--- src/hw/cspr_pkg.sv ---
// Constants, types and carriers for the CPU system pointer registers.
// Assumes one 50 MHz clock and a sequencer on that clock that drives
// one operation or one data memory nibble access at a time.
// How it works
// RULE_01: Program address spans 74H-77H, ten bits live
// RULE_02: Reset clears all program address bits
// RULE_03: Table read copies program word into buffer
// RULE_04: Push decrements stack pointer, then writes entry
// RULE_05: Pop loads register first, then increments pointer
// RULE_06: Indirect jump loads counter from program address
// RULE_07: Indirect call targets program address location
// RULE_08: Dedicated increment adds one to program address
// RULE_09: Data memory accesses program address per nibble
// RULE_10: Put and get move sixteen bits
// RULE_11: Window register unreset, keeps contents across reset
// RULE_12: Window register carries peek and poke data
// RULE_13: Bank register at 79H reads zero
// RULE_14: Index spans 7AH-7CH, enable in status bit0
// RULE_15: Index enable ORs index into direct address
// RULE_16: Index upper bits fixed zero, bank zero
// RULE_17: Row pointer shares 7AH/7BH, 7AH msb enables
// RULE_18: Row pointer enable supplies indirect bank, row
// RULE_19: Row from low three bits, bank forced zero
// RULE_20: Both enables clear leave addresses unmodified
// RULE_21: Index, pointer and status flags reset zero
// RULE_22: Fixed-zero bits ignore writes, read zero
package cspr_pkg;
  // Data memory nibble addresses of the system registers
  localparam logic [6:0] ADDR_PA_NIB3 = 7'h74;
  localparam logic [6:0] ADDR_PA_NIB2 = 7'h75;
  localparam logic [6:0] ADDR_PA_NIB1 = 7'h76;
  localparam logic [6:0] ADDR_PA_NIB0 = 7'h77;
  localparam logic [6:0] ADDR_WINDOW = 7'h78;
  localparam logic [6:0] ADDR_BANK = 7'h79;
  localparam logic [6:0] ADDR_IDX_UPPER = 7'h7a;
  localparam logic [6:0] ADDR_IDX_MIDDLE = 7'h7b;
  localparam logic [6:0] ADDR_IDX_LOWER = 7'h7c;
  localparam logic [6:0] ADDR_GRP_UPPER = 7'h7d;
  localparam logic [6:0] ADDR_GRP_LOWER = 7'h7e;
  localparam logic [6:0] ADDR_STATUS = 7'h7f;
  localparam logic [6:0] ADDR_SYS_FIRST = 7'h74;
  // Field positions and widths
  localparam int PA_W = 10;
  localparam int WORD_W = 16;
  localparam int ENABLE_BIT_MPE = 3;
  localparam int ENABLE_BIT_IXE = 0;
  // Reset and fixed values
  localparam logic [PA_W-1:0] PA_RESET = 10'h000;
  localparam logic [3:0] NIB_ZERO = 4'h0;
  localparam logic [2:0] ROW_ZERO = 3'h0;
  localparam logic [5:0] PA_PAD = 6'h00;
  localparam logic [PA_W-1:0] PA_ONE = 10'h001;

  // Operations issued by the instruction sequencer
  typedef enum logic [3:0] {
    OP_NONE,
    OP_INC,
    OP_PUSH,
    OP_POP,
    OP_TABLE_READ,
    OP_JUMP,
    OP_CALL,
    OP_PUT,
    OP_GET,
    OP_PEEK,
    OP_POKE
  } cspr_op_e;

  // One data memory nibble access
  typedef struct packed {
    logic rd;
    logic wr;
    logic [6:0] addr;
    logic [3:0] wdata;
  } cspr_dm_req_s;

  // Operand of an address-modified instruction
  typedef struct packed {
    logic [2:0] row;
    logic [3:0] col;
    logic [2:0] gr_row;
    logic [3:0] gr_val;
  } cspr_operand_s;

  // Modified data memory address
  typedef struct packed {
    logic [3:0] bank;
    logic [2:0] row;
    logic [3:0] col;
  } cspr_dm_addr_s;
endpackage

--- src/hw/cspr_sysreg.sv ---
// CPU system pointer registers: program address, window, bank, index,
// row pointer and the index enable flag of the status nibble.
// Assumes the sequencer on ref_clk issues an operation only while
// op_ready_r is high and that stack pointer, program memory, data
// buffer and register file are kept by logic on the same clock.
`timescale 1ns/10ps
module cspr_sysreg (
  input wire logic ref_clk,
  input wire logic rst_n,
  input wire logic op_valid,
  input wire cspr_pkg::cspr_op_e op_code,
  output logic op_ready_r,
  input wire cspr_pkg::cspr_dm_req_s dm_req,
  output logic [3:0] dm_rdata_r,
  output logic dm_hit_r,
  input wire cspr_pkg::cspr_operand_s operand,
  output cspr_pkg::cspr_dm_addr_s direct_addr_r,
  output cspr_pkg::cspr_dm_addr_s indirect_addr_r,
  output logic stack_dec_r,
  output logic stack_inc_r,
  output logic stack_wr_r,
  output logic [cspr_pkg::PA_W-1:0] stack_wdata_r,
  input wire logic [cspr_pkg::PA_W-1:0] stack_rdata,
  output logic pm_rd_r,
  output logic [cspr_pkg::PA_W-1:0] pm_addr_r,
  input wire logic pm_rvalid,
  input wire logic [cspr_pkg::WORD_W-1:0] pm_rdata,
  output logic pc_load_r,
  output logic pc_call_r,
  output logic [cspr_pkg::PA_W-1:0] pc_target_r,
  output logic dbf_wr_r,
  output logic [cspr_pkg::WORD_W-1:0] dbf_wdata_r,
  input wire logic [cspr_pkg::WORD_W-1:0] dbf_rdata,
  output logic rf_wr_r,
  output logic [3:0] rf_wdata_r,
  input wire logic [3:0] rf_rdata
);
  import cspr_pkg::*;

  // Sequencing states for the multi-cycle operations
  // Single-cycle operations never leave idle
  typedef enum logic [1:0] {
    ST_IDLE,
    ST_PUSH_WR,
    ST_POP_INC,
    ST_TBL_WAIT
  } cspr_state_e;

  cspr_state_e state_r; // Current sequence step
  cspr_state_e state_nxt; // Next sequence step
  logic [PA_W-1:0] pa_r; // Ten live bits of the program address
  logic [3:0] window_r; // Window register, never reset
  logic row_ptr_en_r; // Row pointer enable flag
  logic [2:0] idx_mid_r; // Middle index bits, also row pointer row
  logic [3:0] idx_low_r; // Lower index nibble
  logic idx_en_r; // Index enable flag
  logic accept; // Operation taken this cycle
  logic dm_wr_hit; // Nibble write aimed at a system register
  logic [3:0] rd_mux; // Read value of the addressed nibble

  assign accept = op_valid && (state_r == ST_IDLE);
  assign dm_wr_hit = dm_req.wr && (dm_req.addr >= ADDR_SYS_FIRST);

  // Next step of the operation sequencer
  // Operations seen while busy are ignored, not queued
  always_comb begin
    state_nxt = state_r;
    case (state_r)
      ST_IDLE: begin
        if (op_valid) begin
          case (op_code)
            OP_PUSH: state_nxt = ST_PUSH_WR;
            OP_POP: state_nxt = ST_POP_INC;
            OP_TABLE_READ: state_nxt = ST_TBL_WAIT;
            default: state_nxt = ST_IDLE;
          endcase
        end
      end
      // One extra cycle each, then back to idle
      ST_PUSH_WR: state_nxt = ST_IDLE;
      ST_POP_INC: state_nxt = ST_IDLE;
      // Wait for the program memory word
      ST_TBL_WAIT: begin
        if (pm_rvalid) begin
          state_nxt = ST_IDLE;
        end
      end
      default: state_nxt = ST_IDLE;
    endcase
  end

  // State register and ready flag
  // Ready returns with the table read's buffer write pulse,
  // so a get must let that write land before it is issued
  always_ff @(posedge ref_clk) begin
    if (!rst_n) begin
      state_r <= ST_IDLE;
      op_ready_r <= 1'b0;
    end else begin
      state_r <= state_nxt;
      op_ready_r <= (state_nxt == ST_IDLE);
    end
  end

  // Program address register: operations win over nibble writes
  // A same-cycle nibble write to the address is dropped
  // Increment wraps from the top of the ten-bit range
  always_ff @(posedge ref_clk) begin
    if (!rst_n) begin
      pa_r <= PA_RESET; // RULE_02
    end else if (accept && op_code == OP_INC) begin
      pa_r <= pa_r + PA_ONE; // RULE_08
    end else if (accept && op_code == OP_POP) begin
      pa_r <= stack_rdata; // RULE_05
    end else if (accept && op_code == OP_GET) begin
      pa_r <= dbf_rdata[PA_W-1:0]; // RULE_10
    end else if (dm_wr_hit) begin
      // Per-nibble writes; the six upper bits are not stored
      case (dm_req.addr)
        ADDR_PA_NIB2: pa_r[9:8] <= dm_req.wdata[1:0]; // RULE_09 RULE_22
        ADDR_PA_NIB1: pa_r[7:4] <= dm_req.wdata; // RULE_09
        ADDR_PA_NIB0: pa_r[3:0] <= dm_req.wdata; // RULE_09
        default: pa_r <= pa_r;
      endcase
    end
  end

  // Window register: no reset so halt or stop release keeps it
  // Undefined until the first peek or nibble write
  always_ff @(posedge ref_clk) begin
    if (accept && op_code == OP_PEEK) begin
      window_r <= rf_rdata; // RULE_11 RULE_12
    end else if (dm_wr_hit && dm_req.addr == ADDR_WINDOW) begin
      window_r <= dm_req.wdata; // RULE_11
    end
  end

  // Index, row pointer and status flag nibbles
  // Both enables may be set; each then acts on its own
  // Only live bits are stored, fixed-zero bits cost no flops
  always_ff @(posedge ref_clk) begin
    if (!rst_n) begin
      row_ptr_en_r <= 1'b0; // RULE_21
      idx_mid_r <= ROW_ZERO; // RULE_21
      idx_low_r <= NIB_ZERO; // RULE_21
      idx_en_r <= 1'b0; // RULE_21
    end else if (dm_wr_hit) begin
      case (dm_req.addr)
        // Only the enable flag is stored; upper index bits stay zero
        ADDR_IDX_UPPER: row_ptr_en_r <= dm_req.wdata[ENABLE_BIT_MPE]; // RULE_17 RULE_16
        // Top bit selects a bank, so it is fixed at zero
        ADDR_IDX_MIDDLE: idx_mid_r <= dm_req.wdata[2:0]; // RULE_14 RULE_19
        ADDR_IDX_LOWER: idx_low_r <= dm_req.wdata; // RULE_14
        // Other status flags live elsewhere in the core
        ADDR_STATUS: idx_en_r <= dm_req.wdata[ENABLE_BIT_IXE]; // RULE_14
        default: idx_en_r <= idx_en_r;
      endcase
    end
  end

  // Read value of each system register nibble
  always_comb begin
    case (dm_req.addr)
      ADDR_PA_NIB3: rd_mux = NIB_ZERO; // RULE_01
      ADDR_PA_NIB2: rd_mux = {2'h0, pa_r[9:8]}; // RULE_01 RULE_22
      ADDR_PA_NIB1: rd_mux = pa_r[7:4]; // RULE_09
      ADDR_PA_NIB0: rd_mux = pa_r[3:0]; // RULE_09
      ADDR_WINDOW: rd_mux = window_r;
      ADDR_BANK: rd_mux = NIB_ZERO; // RULE_13
      ADDR_IDX_UPPER: rd_mux = {row_ptr_en_r, ROW_ZERO}; // RULE_16 RULE_17
      ADDR_IDX_MIDDLE: rd_mux = {1'b0, idx_mid_r}; // RULE_19
      ADDR_IDX_LOWER: rd_mux = idx_low_r;
      ADDR_STATUS: rd_mux = {ROW_ZERO, idx_en_r};
      // General register pointer is kept outside this block
      default: rd_mux = NIB_ZERO;
    endcase
  end

  // Registered read answer, one cycle after the request
  // Read data holds between reads so a slow reader can look
  // Hit flags only reads inside the system register range
  always_ff @(posedge ref_clk) begin
    if (!rst_n) begin
      dm_rdata_r <= NIB_ZERO;
      dm_hit_r <= 1'b0;
    end else begin
      dm_hit_r <= dm_req.rd && (dm_req.addr >= ADDR_SYS_FIRST);
      if (dm_req.rd) begin
        dm_rdata_r <= rd_mux;
      end
    end
  end

  // Address modification, registered one cycle after the operand
  // Enables and operand of the previous cycle shape each address
  // Bank bits of index and row pointer are never stored
  always_ff @(posedge ref_clk) begin
    if (!rst_n) begin
      direct_addr_r <= '0;
      indirect_addr_r <= '0;
    end else begin
      // Bank is bank register OR upper index, both zero
      direct_addr_r.bank <= NIB_ZERO; // RULE_16
      if (idx_en_r) begin
        direct_addr_r.row <= operand.row | idx_mid_r; // RULE_15
        direct_addr_r.col <= operand.col | idx_low_r; // RULE_15
      end else begin
        direct_addr_r.row <= operand.row; // RULE_20
        direct_addr_r.col <= operand.col; // RULE_20
      end
      // Bank from row pointer upper bits, fixed zero either way
      indirect_addr_r.bank <= NIB_ZERO; // RULE_19
      indirect_addr_r.col <= operand.gr_val; // RULE_18
      if (row_ptr_en_r) begin
        indirect_addr_r.row <= idx_mid_r; // RULE_18 RULE_19
      end else begin
        indirect_addr_r.row <= operand.gr_row; // RULE_20
      end
    end
  end

  // Stack handshakes for push and pop
  // Pointer lives outside; this side only pulses in order
  // Written value is the register as it stands in the decrement cycle
  always_ff @(posedge ref_clk) begin
    if (!rst_n) begin
      stack_dec_r <= 1'b0;
      stack_inc_r <= 1'b0;
      stack_wr_r <= 1'b0;
      stack_wdata_r <= PA_RESET;
    end else begin
      // Decrement first, entry written the cycle after
      stack_dec_r <= accept && op_code == OP_PUSH; // RULE_04
      stack_wr_r <= state_r == ST_PUSH_WR; // RULE_04
      // Increment follows the load of the register
      stack_inc_r <= state_r == ST_IDLE && state_nxt == ST_POP_INC; // RULE_05
      if (state_r == ST_PUSH_WR) begin
        stack_wdata_r <= pa_r; // RULE_04
      end
    end
  end

  // Program memory read for table reference
  // Address is latched so later nibble writes cannot disturb it
  always_ff @(posedge ref_clk) begin
    if (!rst_n) begin
      pm_rd_r <= 1'b0;
      pm_addr_r <= PA_RESET;
    end else begin
      pm_rd_r <= accept && op_code == OP_TABLE_READ; // RULE_03
      if (accept && op_code == OP_TABLE_READ) begin
        pm_addr_r <= pa_r; // RULE_03
      end
    end
  end

  // Program counter loads for indirect jump and call
  // Jump and call share one latched target
  always_ff @(posedge ref_clk) begin
    if (!rst_n) begin
      pc_load_r <= 1'b0;
      pc_call_r <= 1'b0;
      pc_target_r <= PA_RESET;
    end else begin
      pc_load_r <= accept && op_code == OP_JUMP; // RULE_06
      pc_call_r <= accept && op_code == OP_CALL; // RULE_07
      if (accept && (op_code == OP_JUMP || op_code == OP_CALL)) begin
        pc_target_r <= pa_r; // RULE_06 RULE_07
      end
    end
  end

  // Data buffer writes from put and table read
  // Put pads the six upper bits with zero
  // Table read writes the fetched word one cycle after it is valid
  always_ff @(posedge ref_clk) begin
    if (!rst_n) begin
      dbf_wr_r <= 1'b0;
      dbf_wdata_r <= '0;
    end else begin
      dbf_wr_r <= 1'b0;
      if (accept && op_code == OP_PUT) begin
        dbf_wr_r <= 1'b1; // RULE_10
        dbf_wdata_r <= {PA_PAD, pa_r}; // RULE_10 RULE_01
      end else if (state_r == ST_TBL_WAIT && pm_rvalid) begin
        dbf_wr_r <= 1'b1; // RULE_03
        dbf_wdata_r <= pm_rdata; // RULE_03
      end
    end
  end

  // Register file write for poke
  // Poke sends the window value as it stood at acceptance
  always_ff @(posedge ref_clk) begin
    if (!rst_n) begin
      rf_wr_r <= 1'b0;
      rf_wdata_r <= NIB_ZERO;
    end else begin
      rf_wr_r <= accept && op_code == OP_POKE; // RULE_12
      if (accept && op_code == OP_POKE) begin
        rf_wdata_r <= window_r; // RULE_12
      end
    end
  end

  // Reset leaves program address and enables clear
  // Window is left out on purpose, it keeps its value
  reset_clear_a: assert property ( // RULE_02 RULE_21
    @(posedge ref_clk)
    !rst_n |=> (pa_r == PA_RESET && !idx_en_r && !row_ptr_en_r))
    else $error("reset did not clear address state");

  // Push: decrement, then write the old register value
  // Data is taken in the decrement cycle, written the cycle after
  push_order_a: assert property ( // RULE_04
    @(posedge ref_clk) disable iff (!rst_n)
    stack_dec_r |=> (stack_wr_r && stack_wdata_r == $past(pa_r)))
    else $error("push order or data wrong");

  // Pop: register loaded before increment
  // Entry is read while the pointer still selects it
  pop_order_a: assert property ( // RULE_05
    @(posedge ref_clk) disable iff (!rst_n)
    stack_inc_r |-> (pa_r == $past(stack_rdata) && !stack_dec_r))
    else $error("pop order or data wrong");

  // Jump target equals the address register
  // Target is the value at acceptance, not a later one
  jump_target_a: assert property ( // RULE_06
    @(posedge ref_clk) disable iff (!rst_n)
    (accept && op_code == OP_JUMP) |=> (pc_load_r && pc_target_r == $past(pa_r)))
    else $error("indirect jump target wrong");

  // Increment adds exactly one
  // Wrap from all ones to zero is part of the check
  inc_step_a: assert property ( // RULE_08
    @(posedge ref_clk) disable iff (!rst_n)
    (accept && op_code == OP_INC) |=> (pa_r == $past(pa_r) + PA_ONE))
    else $error("increment wrong");

  // Bank and upper nibble always read zero
  // Writes of ones to these nibbles must not show up
  fixed_zero_a: assert property ( // RULE_13
    @(posedge ref_clk) disable iff (!rst_n)
    (dm_req.rd && (dm_req.addr == ADDR_BANK || dm_req.addr == ADDR_PA_NIB3)) |=> dm_rdata_r == NIB_ZERO)
    else $error("fixed zero nibble read nonzero");

  // Index modification ORs the index into the operand
  // Column is checked; row takes the same path
  index_or_a: assert property ( // RULE_15
    @(posedge ref_clk) disable iff (!rst_n)
    idx_en_r |=> direct_addr_r.col == ($past(operand.col) | $past(idx_low_r)))
    else $error("index modification wrong");

  // Row pointer supplies the indirect row
  // Bank stays zero whatever the pointer holds
  row_ptr_a: assert property ( // RULE_18
    @(posedge ref_clk) disable iff (!rst_n)
    row_ptr_en_r |=> (indirect_addr_r.row == $past(idx_mid_r) && indirect_addr_r.bank == NIB_ZERO))
    else $error("row pointer modification wrong");

  // Poke sends the window value to the register file
  // Window as it stood when the poke was accepted
  poke_data_a: assert property ( // RULE_12
    @(posedge ref_clk) disable iff (!rst_n)
    (accept && op_code == OP_POKE) |=> (rf_wr_r && rf_wdata_r == $past(window_r)))
    else $error("poke data wrong");

  // Table read ends in a buffer write of the fetched word
  // Word is the one standing in its valid cycle
  table_done_a: assert property ( // RULE_03
    @(posedge ref_clk) disable iff (!rst_n)
    (state_r == ST_TBL_WAIT && pm_rvalid) |=> (dbf_wr_r && dbf_wdata_r == $past(pm_rdata)))
    else $error("table read data wrong");
endmodule

--- config.mk ---
export PLATFORM = sky130hd
export DESIGN_NAME = cspr_sysreg
export DESIGN_NICKNAME = d
export VERILOG_FILES = /design/src/hw/cspr_pkg.sv /design/src/hw/cspr_sysreg.sv
export SDC_FILE = /design/constraint.sdc
export NUM_CORES = 1
export LEC_CHECK = 0
export ABC_AREA = 1
export ABC_CLOCK_PERIOD_IN_PS = 1900
export BUFFER_PORTS_ARGS = -buffer_cell sky130_fd_sc_hd__buf_4
export CAP_MARGIN = 0
export CORE_MARGIN = 2
export CORE_UTILIZATION = 46
export DETAILED_ROUTE_END_ITERATION = 8
export GPL_TIMING_DRIVEN = 1
export PLACE_DENSITY_LB_ADDON = 0.25
export SLEW_MARGIN = 10
export SYNTH_ARGS = -nofsm -noshare
export SYNTH_HDL_FRONTEND = slang
export SYNTH_SLANG_ARGS = --single-unit
--- constraint.sdc ---
create_clock -name ref_clk -period 1.9 [get_ports ref_clk]
set_input_delay 0.095 -clock ref_clk [delete_from_list [all_inputs] [get_ports ref_clk]]
set_output_delay 0.095 -clock ref_clk [all_outputs]
set_load 0.005 [all_outputs]
# Word level (Yosys, flattened, before mapping)
# Cells that the tools add are included.
# word_totals
ff_bits	111
elab_cells	114
in_bits	81
out_inout_bits	86
# classes
reduce_logical	35
mux	20
n_bitwise	3
add_sub_neg	1
n_lt_le_gt_ge	1
n_eq_ne	22
# op_table
operator	n
10-bit 2-to-1 mux	6
7-bit == test, second input constant	8
4-bit case mux with 8 select lines	1
1-bit logical AND	17
4-bit by 3-bit == test with 1-bit output, second input constant	4
4-bit 2-to-1 mux	4
4-bit nonzero test	4
2-bit AND reduction	7
4-bit == test, second input constant	3
2-bit case mux with 3 select lines	2
10-bit by 1-bit adder with 10-bit output, second input constant	1
4-bit by 2-bit == test with 1-bit output, second input constant	2
7-bit greater-or-equal comparator, second input constant	1
7-bit 2-to-1 mux	1
2-bit == test, second input constant	3
2-bit 2-to-1 mux	3
4-bit by 1-bit == test with 1-bit output, second input constant	1
2-bit zero test	2
4-bit OR	1
2-bit nonzero test	2
2-bit OR reduction	2
3-bit 2-to-1 mux	1
3-bit OR	1
2-bit by 1-bit == test with 1-bit output, second input constant	1
3 further kinds	4

# Longest topological paths before layout
# Gate-level depths: netlist of the first run.
# depth
depth_word	6
mapped_depth	11
depth_no_buf	11

# Least setup slack after synthesis of the first run
# No wires, ideal clock.
# synth_timing
path_type	input-to-reg
from	input port dm_req[9] (netlist bit)
to	register window_r[0], enable pin
n_path_buf	1
slack_ps	426
stages	5
t_arrival_ps	1101
t_required_ps	1527
setup_time_ps	373
path_cell_list	nand2_1 > nor2_2 > buf_2 > nand3_1 > o31ai_1
# synth_between
elab_chain_len	4
word_cells_on_any_way	5
cone_classes	order compare (1); eq/ne (1); reduce/logical (3)
# synth_lines
item	line_no	source
from (decl)	cspr_sysreg.sv:13	input wire cspr_pkg::cspr_dm_req_s dm_req,
7-bit greater-or-equal comparator	cspr_sysreg.sv:62	assign dm_wr_hit = dm_req.wr && (dm_req.addr >= ADDR_SYS_FIRST);
1-bit logical AND	cspr_sysreg.sv:62	
1-bit logical AND *	cspr_sysreg.sv:133	end else if (dm_wr_hit && dm_req.addr == ADDR_WINDOW) begin
2-bit nonzero test (no source line) *	--	
to (signal assigned)	cspr_sysreg.sv:132	window_r <= rf_rdata;
to (signal assigned)	cspr_sysreg.sv:134	window_r <= dm_req.wdata;
to (decl)	cspr_sysreg.sv:52	logic [3:0] window_r;
# Mark *: on every way between the ends. The rest lies on a longest branch, timed or not.
# A chain may end at the register's enable or synchronous reset.

# Final worst setup path of the first run
# layout_timing
from	register state_r[1]
to	register dbf_wdata_r[5] (netlist bit)
# layout_between
elab_chain_len	4
word_cells_on_any_way	7
cone_classes	eq/ne (1); mux (1); reduce/logical (5)
# layout_lines
item	line_no	source
from (decl)	cspr_sysreg.sv:49	cspr_state_e state_r;
from (signal assigned)	cspr_sysreg.sv:100	state_r <= state_nxt;
2-bit zero test	cspr_sysreg.sv:61	assign accept = op_valid && (state_r == ST_IDLE);
1-bit logical AND	cspr_sysreg.sv:61	
1-bit logical AND	cspr_sysreg.sv:282	if (accept && op_code == OP_PUT) begin
10-bit 2-to-1 mux / 2-bit nonzero test (equally long branches)	--	
to (signal assigned)	cspr_sysreg.sv:284	dbf_wdata_r <= {PA_PAD, pa_r};
to (signal assigned)	cspr_sysreg.sv:287	dbf_wdata_r <= pm_rdata;
to (decl)	cspr_sysreg.sv:32	output logic [cspr_pkg::WORD_W-1:0] dbf_wdata_r,
# Several ways; a longest one is shown, not always the timed one.

==> results of run 1 <==
[critical path: stages (launching register included)]
cell,delay [ps]
dfxtp_1,370
inv_2,70
nand3_4,150
nor3_1,80
buf_4,180
nor2_1,500
nand2_1,110
a31oi_1,190
[synth_stat cells (all sizes together)]
cell type  count
mux2           4
or2            1
dfxtp         99
clkbuf        15
o31ai          1
nand2        143
nor2         111
xor2           2
a21oi         49
nand3         64
nand4          4
conb           1
nor4           2
ha             1
buf           20
edfxtp         4
o21ai         55
a31oi         11
nor3           8
inv           66
[registers in the layout, indices dropped and copies added (netlist names), 2 cells and up]
| register | flops |
|---|---|
| dbf_wdata_r | 16 |
| direct_addr_r | 7 |
| dm_rdata_r | 4 |
| idx_low_r | 4 |
| idx_mid_r | 3 |
| indirect_addr_r | 7 |
| pa_r | 10 |
| pc_target_r | 10 |
| pm_addr_r | 10 |
| rf_wdata_r | 4 |
| stack_wdata_r | 10 |
| state_r | 2 |
| window_r | 4 |
[power by group]
part / internal [uW] / switching [uW]
combinational: 262 / 267
sequential: 2230 / 36.6
clock: 842 / 727
[cell families after synthesis]
family          Yosys count  share of synthesized area (%)
buf+inv                 101                           9.39
flops                   103                           45.3
compound gates          116                           12.9
xor+xnor                  2                          0.378
fa+ha+maj                 1                          0.270
simple gates            333                           30.7
mux                       4                          0.971
other cells               1                         0.0808
[final cells by class]
cell class,count,area share [%]
tap,133,2.60
sequential,103,32.9
clock buffer,12,2.58
inverter,66,3.92
timing repair buffer,193,23.7
clock inverter,3,1.02
multi-input combinational,464,33.3
[per-layer routing]
| metal | vias to the layer above | global-route usage, % |
|---|---|---|
| li1 | 2460 | - |
| met1 | 2218 | 31.7 |
| met2 | 173 | 42.3 |
| met3 | 22 | 5.20 |
| met4 | 0 | 10.2 |
| met5 | - | 0 |
[what timing repair did]
action | 4_1_cts | 5_1_grt
endpoints found under the setup margin | 0 | 0
hold buffers | 25 | 1
endpoints found under the hold margin | 25 | 1
buffers inserted | 0 | 0
[stage by stage]
| step | instance area [um2] | std cells |
|---|---|---|
| floorplan | 4670 | 668 |
| global placement | 5900 | 933 |
| detailed placement | 5900 | 933 |
| CTS | 6380 | 973 |
| global route | 6390 | 974 |
| finish | 6390 | 974 |
[how the worst max path moves through the flow]
stage          cells after the start  startpoint        endpoint
6_report                           7  state_r[1]  dbf_wdata_r[5]
5_1_grt                            7  state_r[1]  dbf_wdata_r[6]
3_3_place_gp                       7  state_r[1]  dbf_wdata_r[8]
3_5_place_dp                       7  state_r[1]  dbf_wdata_r[5]
2_1_floorplan                      5   dm_req[9]     window_r[0]
4_1_cts                            7  state_r[1]  dbf_wdata_r[5]
==> results.md, run 1 <==
* # diodes at 0
* Clk sink count at 103
* RR Startpoint: state_r[1]
* Count of final hold-check violations at 0
* Grt total ovfl at 0
* IO Pins at 167
* TNS Setup at 0 ps
* Routed met1 length at 5810 um
* Util after Layout at 65.4%
* Final Critical Period at 1720 ps
* 1st-pass router iterations at 7
* Worst Hold Class: in2reg
* Max_cap viols at 0
* Pre-CTS WS at 208 ps
* Cell row count at 36
* Top routing layer used: met4
* Buffers added on ports at 152
* Fmax at 0.580 GHz
* Fillers at 872
* WL met2 at 6590 um
* R2r worst-path depth at 7
* Final setup viols at 0
* RSZ-0062 raised after global routing: no
* Number of max-slew violations in the final report at 0
* Lkg Pwr at 0.00310 uW
* Largest net degree at the start of global routing at 62
* Routed Antenna Nets at 0
* Wirelength per Cell at 14.1 um
* Top cells by area, synth: dfxtp_1 (43%), nand2_1 (11%), nor2_1 (8.6%)
* Starting Density at 47.5%
* CP arrival at 2010 ps
* First-pass GRT wire length at 22,200 um
* CTS clk-pin slew, worst paths at 90 ps
* GPL Wtd Cong at 0.917
* Setup CP Type: reg2reg
* Post-Synthesis Cell Area at 4640 um2
* Synth warnings at 0
* Post-synth cell types at 31
* Root Driver: clkbuf_8
* Reg-to-reg endpoint: dbf_wdata_r[5]
* GRT Resource Usage Total at 25.3%
* Syn Inst Count at 661
* WHS at 11.2 ps
* Status: finished, final reports clean
* Post-CTS Resized at 0
* WL met3 at 1020 um
* DP HPWL at 9950 um
* Commonest non-fill, non-tap cell in the layout: buf_4
* Commonest non-fill, non-tap cells in the layout: buf_4 (167), nand2_1 (141), nor2_1 (106)
* Slew margin rel. at 57.2%
* Die ar. at 10,900 um2
* Worst Max-Slew Pin Slew at 639 ps
* Power, Total at 4360 uW
* Cell taking the most area after synthesis: dfxtp_1
* Nets@finish at 919
* CP max FO at 12
* Layout cells sized above 1 at 24.0%
* Clock Latency Late Sink at 360 ps
* CTS tree: built
* Worst VDD drop at 328 uV
* Via count at 4,873
* FF-to-FF setup slack at 180 ps
* Vias in the first global route at 4,669
* Multi-input gate area at 2130 um2
* FF+latch area at 2100 um2
* Initial antenna violation count at 0
* Core area at 9770 um2
* Final Routed Wirelength at 13,700 um
* Worst Hold Depth at 3
* CTS Buf Count at 9
* Element type at the critical path start: flop
* Worst Skew at 6.26 ps
* Worst EP required at 2190 ps
* Sequential share of the synthesized area at 45.3%
* Worst hold endpoint: dbf_wdata_r[6]
* Initial detailed-routing violation count at 267
* Syn Area/Cell at 7.02 um2
* Final period util at 90.7%
* DIE HEIGHT at 104 um
* PwrDens at 682 nW/um2
* H-tree lvl count at 3
* Clock Path Buffers at 2
* Final WS setup at 176 ps
* Remaining DRCs at 0
* Worst Hold Launch: pm_rdata[6]
* Area delta synth->final at 37.8%
* Die X at 104 um
* Synthesized flop and latch total at 103
* DR vias/cell at 5.00
* Yosys top cell area share at 42.7%
* Critical path endpoint category: flop
(Power assumes the default switching activity.)
==> run 2: changes to the inputs <==
Settings changed: MAX_ROUTING_LAYER set to met4.
==> results.md, run 2 (synthesis results as in run 1) <==
* RR Startpoint: state_r[1]
* Setup CP Type: reg2reg
* DP HPWL at 10,000 um
* Count of final hold-check violations at 0
* Placed inst area at 5890 um2
* Power, Total at 4240 uW
* CTS clk-pin slew, worst paths at 100 ps
* Remaining DRCs at 0
* Post-CTS Setup Bufs at 0
* # diodes at 0
* Critical path endpoint category: flop
* Area delta synth->final at 37.1%
* DIE HEIGHT at 104 um
* Via count at 4,870
* Number of max-slew violations in the final report at 0
* Grt total ovfl at 0
* Buffers added on ports at 152
* Worst Hold Depth at 3
* Worst Skew at 8.63 ps
* Largest net degree at the start of global routing at 62
* Cell-internal power at 3130 uW
* Commonest non-fill, non-tap cells in the layout: buf_4 (165), nand2_1 (141), nor2_1 (105)
* Gate power share at 12.4%
* Die X at 104 um
* R2r worst-path depth at 7
* GPL Wtd Cong at 0.928
* CTS Buf Count at 9
* Final setup viols at 0
* Max_cap viols at 0
* Initial antenna violation count at 0
* Root Driver: clkbuf_8
* Worst VDD drop at 464 uV
* Starting Density at 47.5%
* PwrDens at 667 nW/um2
* Vias in the first global route at 4,633
* IO Pins at 167
* Status: finished, final reports clean
* Initial detailed-routing violation count at 235
* Commonest non-fill, non-tap cell in the layout: buf_4
* Slew margin rel. at 64.8%
* Final period util at 88.4%
* Final Critical Period at 1680 ps
* Worst Hold Class: in2reg
* Setup crit start: state_r[1]
* Fmax at 0.595 GHz
* Cell row count at 36
* Sequential share of power at 53.3%
* Crit path to: pm_addr_r[8]
* Reg-to-reg endpoint: pm_addr_r[8]
* Clock network fraction of total power at 34.2%
* Clk sink count at 103
* Top routing layer used: met4
* TNS Setup at 0 ps
* CP max FO at 18
* Die ar. at 10,900 um2
* Final instance area at 6360 um2
* Core area at 9770 um2
* 1st-pass router iterations at 6
* Routed met1 length at 5870 um
* First-pass GRT wire length at 22,100 um
* RSZ-0062 raised after global routing: no
* Largest Register: dbf_wdata_r
* Routed Antenna Nets at 0
* CTS tree: built
* Element type at the critical path start: flop
* Worst EP required at 2190 ps
* DR vias/cell at 5.01
* Worst Max-Slew Pin Slew at 528 ps
* Clock Path Buffers at 2
* Switching Fraction at 26.3%
* Nets@finish at 917
* Final Routed Wirelength at 13,700 um
* Layout cells sized above 1 at 24.0%
* NetSw at 1110 uW
* GRT Resource Usage Total at 25.7%
* Wirelength per Cell at 14.1 um
* WL met2 at 6570 um
* FF-to-FF setup slack at 220 ps
* H-tree lvl count at 3
* Max FFs per register at 16
* Lkg Pwr at 0.00308 uW
* Clock Latency Late Sink at 360 ps
* CP arrival at 1970 ps
* WL met3 at 880 um
==> run 2: worst min path at each step <==
stage               slack, ps            endpoint         from
finish                      8       dm_rdata_r[0]   dm_req[12]
global route                7      dbf_wdata_r[2]  pm_rdata[2]
CTS                         2       dm_rdata_r[1]   dm_req[12]
detailed placement        280  indirect_addr_r[2]   operand[2]
global placement          270  indirect_addr_r[2]   operand[2]
floorplan                 190  indirect_addr_r[0]   operand[0]
==> run 2: critical path, stage by stage (launching register included) <==
cell	delay, ps
dfxtp_1	340
inv_2	90
nand2_1	110
nor2_4	160
nand2_1	170
inv_1	410
o21ai_0	170
a21oi_1	150
==> run 2: power by group through the flow <==
stage	Combinational [uW]	Sequential (uW)	Clock, uW
3_5_place_dp	480	2310	0
2_1_floorplan	232	2300	0
4_1_cts	525	2260	1480
6_report	527	2260	1450
5_1_grt	581	2270	1570
3_3_place_gp	474	2310	0
==> run 2: repair_timing <==
item                                   CTS  global route
setup endpoints to repair                0             1
gates resized for setup                  0             1
hold buffers                            26             0
endpoints found under the hold margin   26             0
==> run 2: metal layers <==
metal | global-route usage, % | vias up
li1 | - | 2467
met1 | 31.4 | 2191
met2 | 43.0 | 186
met3 | 3.38 | 26
met4 | 10.3 | 0
met5 | - | -
==> run 2: cell type report <==
class / instances / area [um2]
Fill cell: 858 / 3420
Multi-Input combinational cell: 464 / 2130
Sequential cell: 103 / 2100
Timing Repair Buffer: 191 / 1500
Inverter: 66 / 250
Tap cell: 133 / 166
Clock buffer: 9 / 124
Clock inverter: 7 / 86.3
==> run 2: through the flow <==
step                cells  utilization, %  setup slack, ps  hold WS (ps)
CTS                   973            65.0              151          1.55
global placement      931            60.2              295           275
detailed placement    931            60.2              182           279
floorplan             668               -              426           193
finish                973            65.1              220          8.21
global route          973            65.1             50.2          7.19
==> run 3: changes to the inputs <==
==> constraint.sdc (replaced) <==
create_clock -name ref_clk -period 1.9 [get_ports ref_clk]
set_input_delay 0.285 -clock ref_clk [delete_from_list [all_inputs] [get_ports ref_clk]]
set_output_delay 0.285 -clock ref_clk [all_outputs]
set_load 0.005 [all_outputs]
==> results.md, run 3 (synthesis results as in run 1) <==
* Status: finished, final reports clean
* Worst Hold Class: in2reg
* DR vias/cell at 5.07
* CP cell instances: inv_2 > nand2_1 > nor2_4 > nand2_1 > inv_1 > o21ai_0 > a21oi_1
* # diodes at 0
* Number of max-slew violations in the final report at 0
* Clock Latency Late Sink at 370 ps
* DP HPWL at 10,200 um
* Area delta synth->final at 33.0%
* Global Route met2 Usage at 42.6%
* Nets@finish at 895
* Vias in the first global route at 4,602
* CTS Buf Count at 9
* Max FFs per register at 16
* Initial detailed-routing violation count at 320
* Remaining DRCs at 0
* Met1 Use GR at 30.6%
* PwrDens at 715 nW/um2
* Critical path endpoint category: flop
* Hold Buf Count CTS at 0
* Busiest grt layer: met2
* First-pass GRT wire length at 21,800 um
* CTS clk-pin slew, worst paths at 100 ps
* Worst EP required at 2200 ps
* Initial antenna violation count at 0
* Routed Antenna Nets at 0
* GPL Wtd Cong at 0.875
* CTS tree: built
* 1st-pass router iterations at 7
* Clock Path Buffers at 2
* Commonest non-fill, non-tap cell in the layout: buf_4
* Root Driver: clkbuf_8
* Largest net degree at the start of global routing at 62
* Buffers added on ports at 152
* Crit path max-delay family: buffers and inverters
* CP max FO at 18
* Worst Max-Slew Pin Slew at 520 ps
* Layout cells sized above 1 at 25.2%
* Count of final hold-check violations at 0
* Wirelength per Cell at 14.3 um
* Setup CP Type: reg2reg
* Starting Density at 47.5%
* Element type at the critical path start: flop
* Fmax at 0.591 GHz
* CP arrival at 1990 ps
* Critical-path top delay cell: inv_1
* Lkg Pwr at 0.00301 uW
* Die ar. at 10,900 um2
* Worst VDD drop at 445 uV
* DIE HEIGHT at 104 um
* Final setup viols at 0
* Largest Register: dbf_wdata_r
* Fillers at 910
* CP bufs+invs at 2
* IO Pins at 167
* Via count at 4,819
* Critical path's largest stage delay at 410 ps
* Clk sink count at 103
* Slew margin rel. at 65.4%
* Grt total ovfl at 0
* TNS Setup at 0 ps
* Post-CTS Resized at 0
* Die X at 104 um
* Final Routed Wirelength at 13,600 um
* Final period util at 89.1%
* RSZ-0062 raised after global routing: no
* Commonest non-fill, non-tap cells in the layout: buf_4 (169), nand2_1 (141), nor2_1 (105)
* GRT Resource Usage Total at 25.4%
* Top cell by count, worst path: nand2_1
* Cell row count at 36
* H-tree lvl count at 3
* Final Critical Period at 1690 ps
* Post-CTS Setup Bufs at 0
* Util after Layout at 63.1%
* Worst Skew at 7.33 ps
* Met3 Use GR at 5.70%
* Max_cap viols at 0
* Core area at 9770 um2
==> run 3: cell count changes in the layout (fill, tap and decap cells not counted), sizes merged <==
cell and change:
buf +4, bufinv +1, clkbuf +3, clkinv +1, clkinvlp -1, dlygate4sd3 -26, inv -4
==> run 3: layout make-up <==
type	instances	area, um2	share of cell area (%)
clock inverter	4	73.8	1.20
multi-input combinational	464	2130	34.5
clock buffer	12	176	2.86
timing repair buffer	169	1270	20.6
inverter	66	250	4.06
tap	133	166	2.70
sequential	103	2100	34.1
==> run 3: path summary, 6_finish.rpt <==
check	startpoint	to	slack (ps)	cells past startpoint
max	state_r[0]	pm_addr_r[3]	210	7
min	operand[0]	indirect_addr_r[0]	90	3
max reg2reg	state_r[0]	pm_addr_r[3]	210	7
min reg2reg	dbf_wdata_r[14]	dbf_wdata_r[14]	470	2
==> run 3: per-stage QoR <==
stage | setup slack (ps) | std cells | hold WS [ps] | total power (uW) | area (um2)
final | 207 | 951 | 93.1 | 4410 | 6170
after global routing | 65.4 | 951 | 91.7 | 4580 | 6170
after CTS | 163 | 951 | 86.7 | 4430 | 6170
after detailed placement | 189 | 935 | 461 | 2800 | 5920
after global placement | 252 | 935 | 450 | 2790 | 5920
after floorplan | 236 | 668 | 383 | 2540 | 4670
==> run 3: layer usage <==
layer | vias to the layer above | share of wire, %
met2 | 210 | 47
met5 | - | 0
met3 | 21 | 7.7
met1 | 2168 | 43
li1 | 2420 | -
met4 | 0 | 1.8
==> run 3: power by group <==
part | leakage [uW] | switching, uW | total, uW | internal, uW
sequential | 0.000841 | 39.5 | 2260 | 2230
clock | 0.000128 | 769 | 1660 | 895
combinational | 0.00204 | 256 | 485 | 228
total | 0.00301 | 1060 | 4410 | 3350
==> run 3: tightest hold or removal path, cell delays in order <==
cell	delay [ps]
buf_4	80
nand2_1	40
inv_1	40
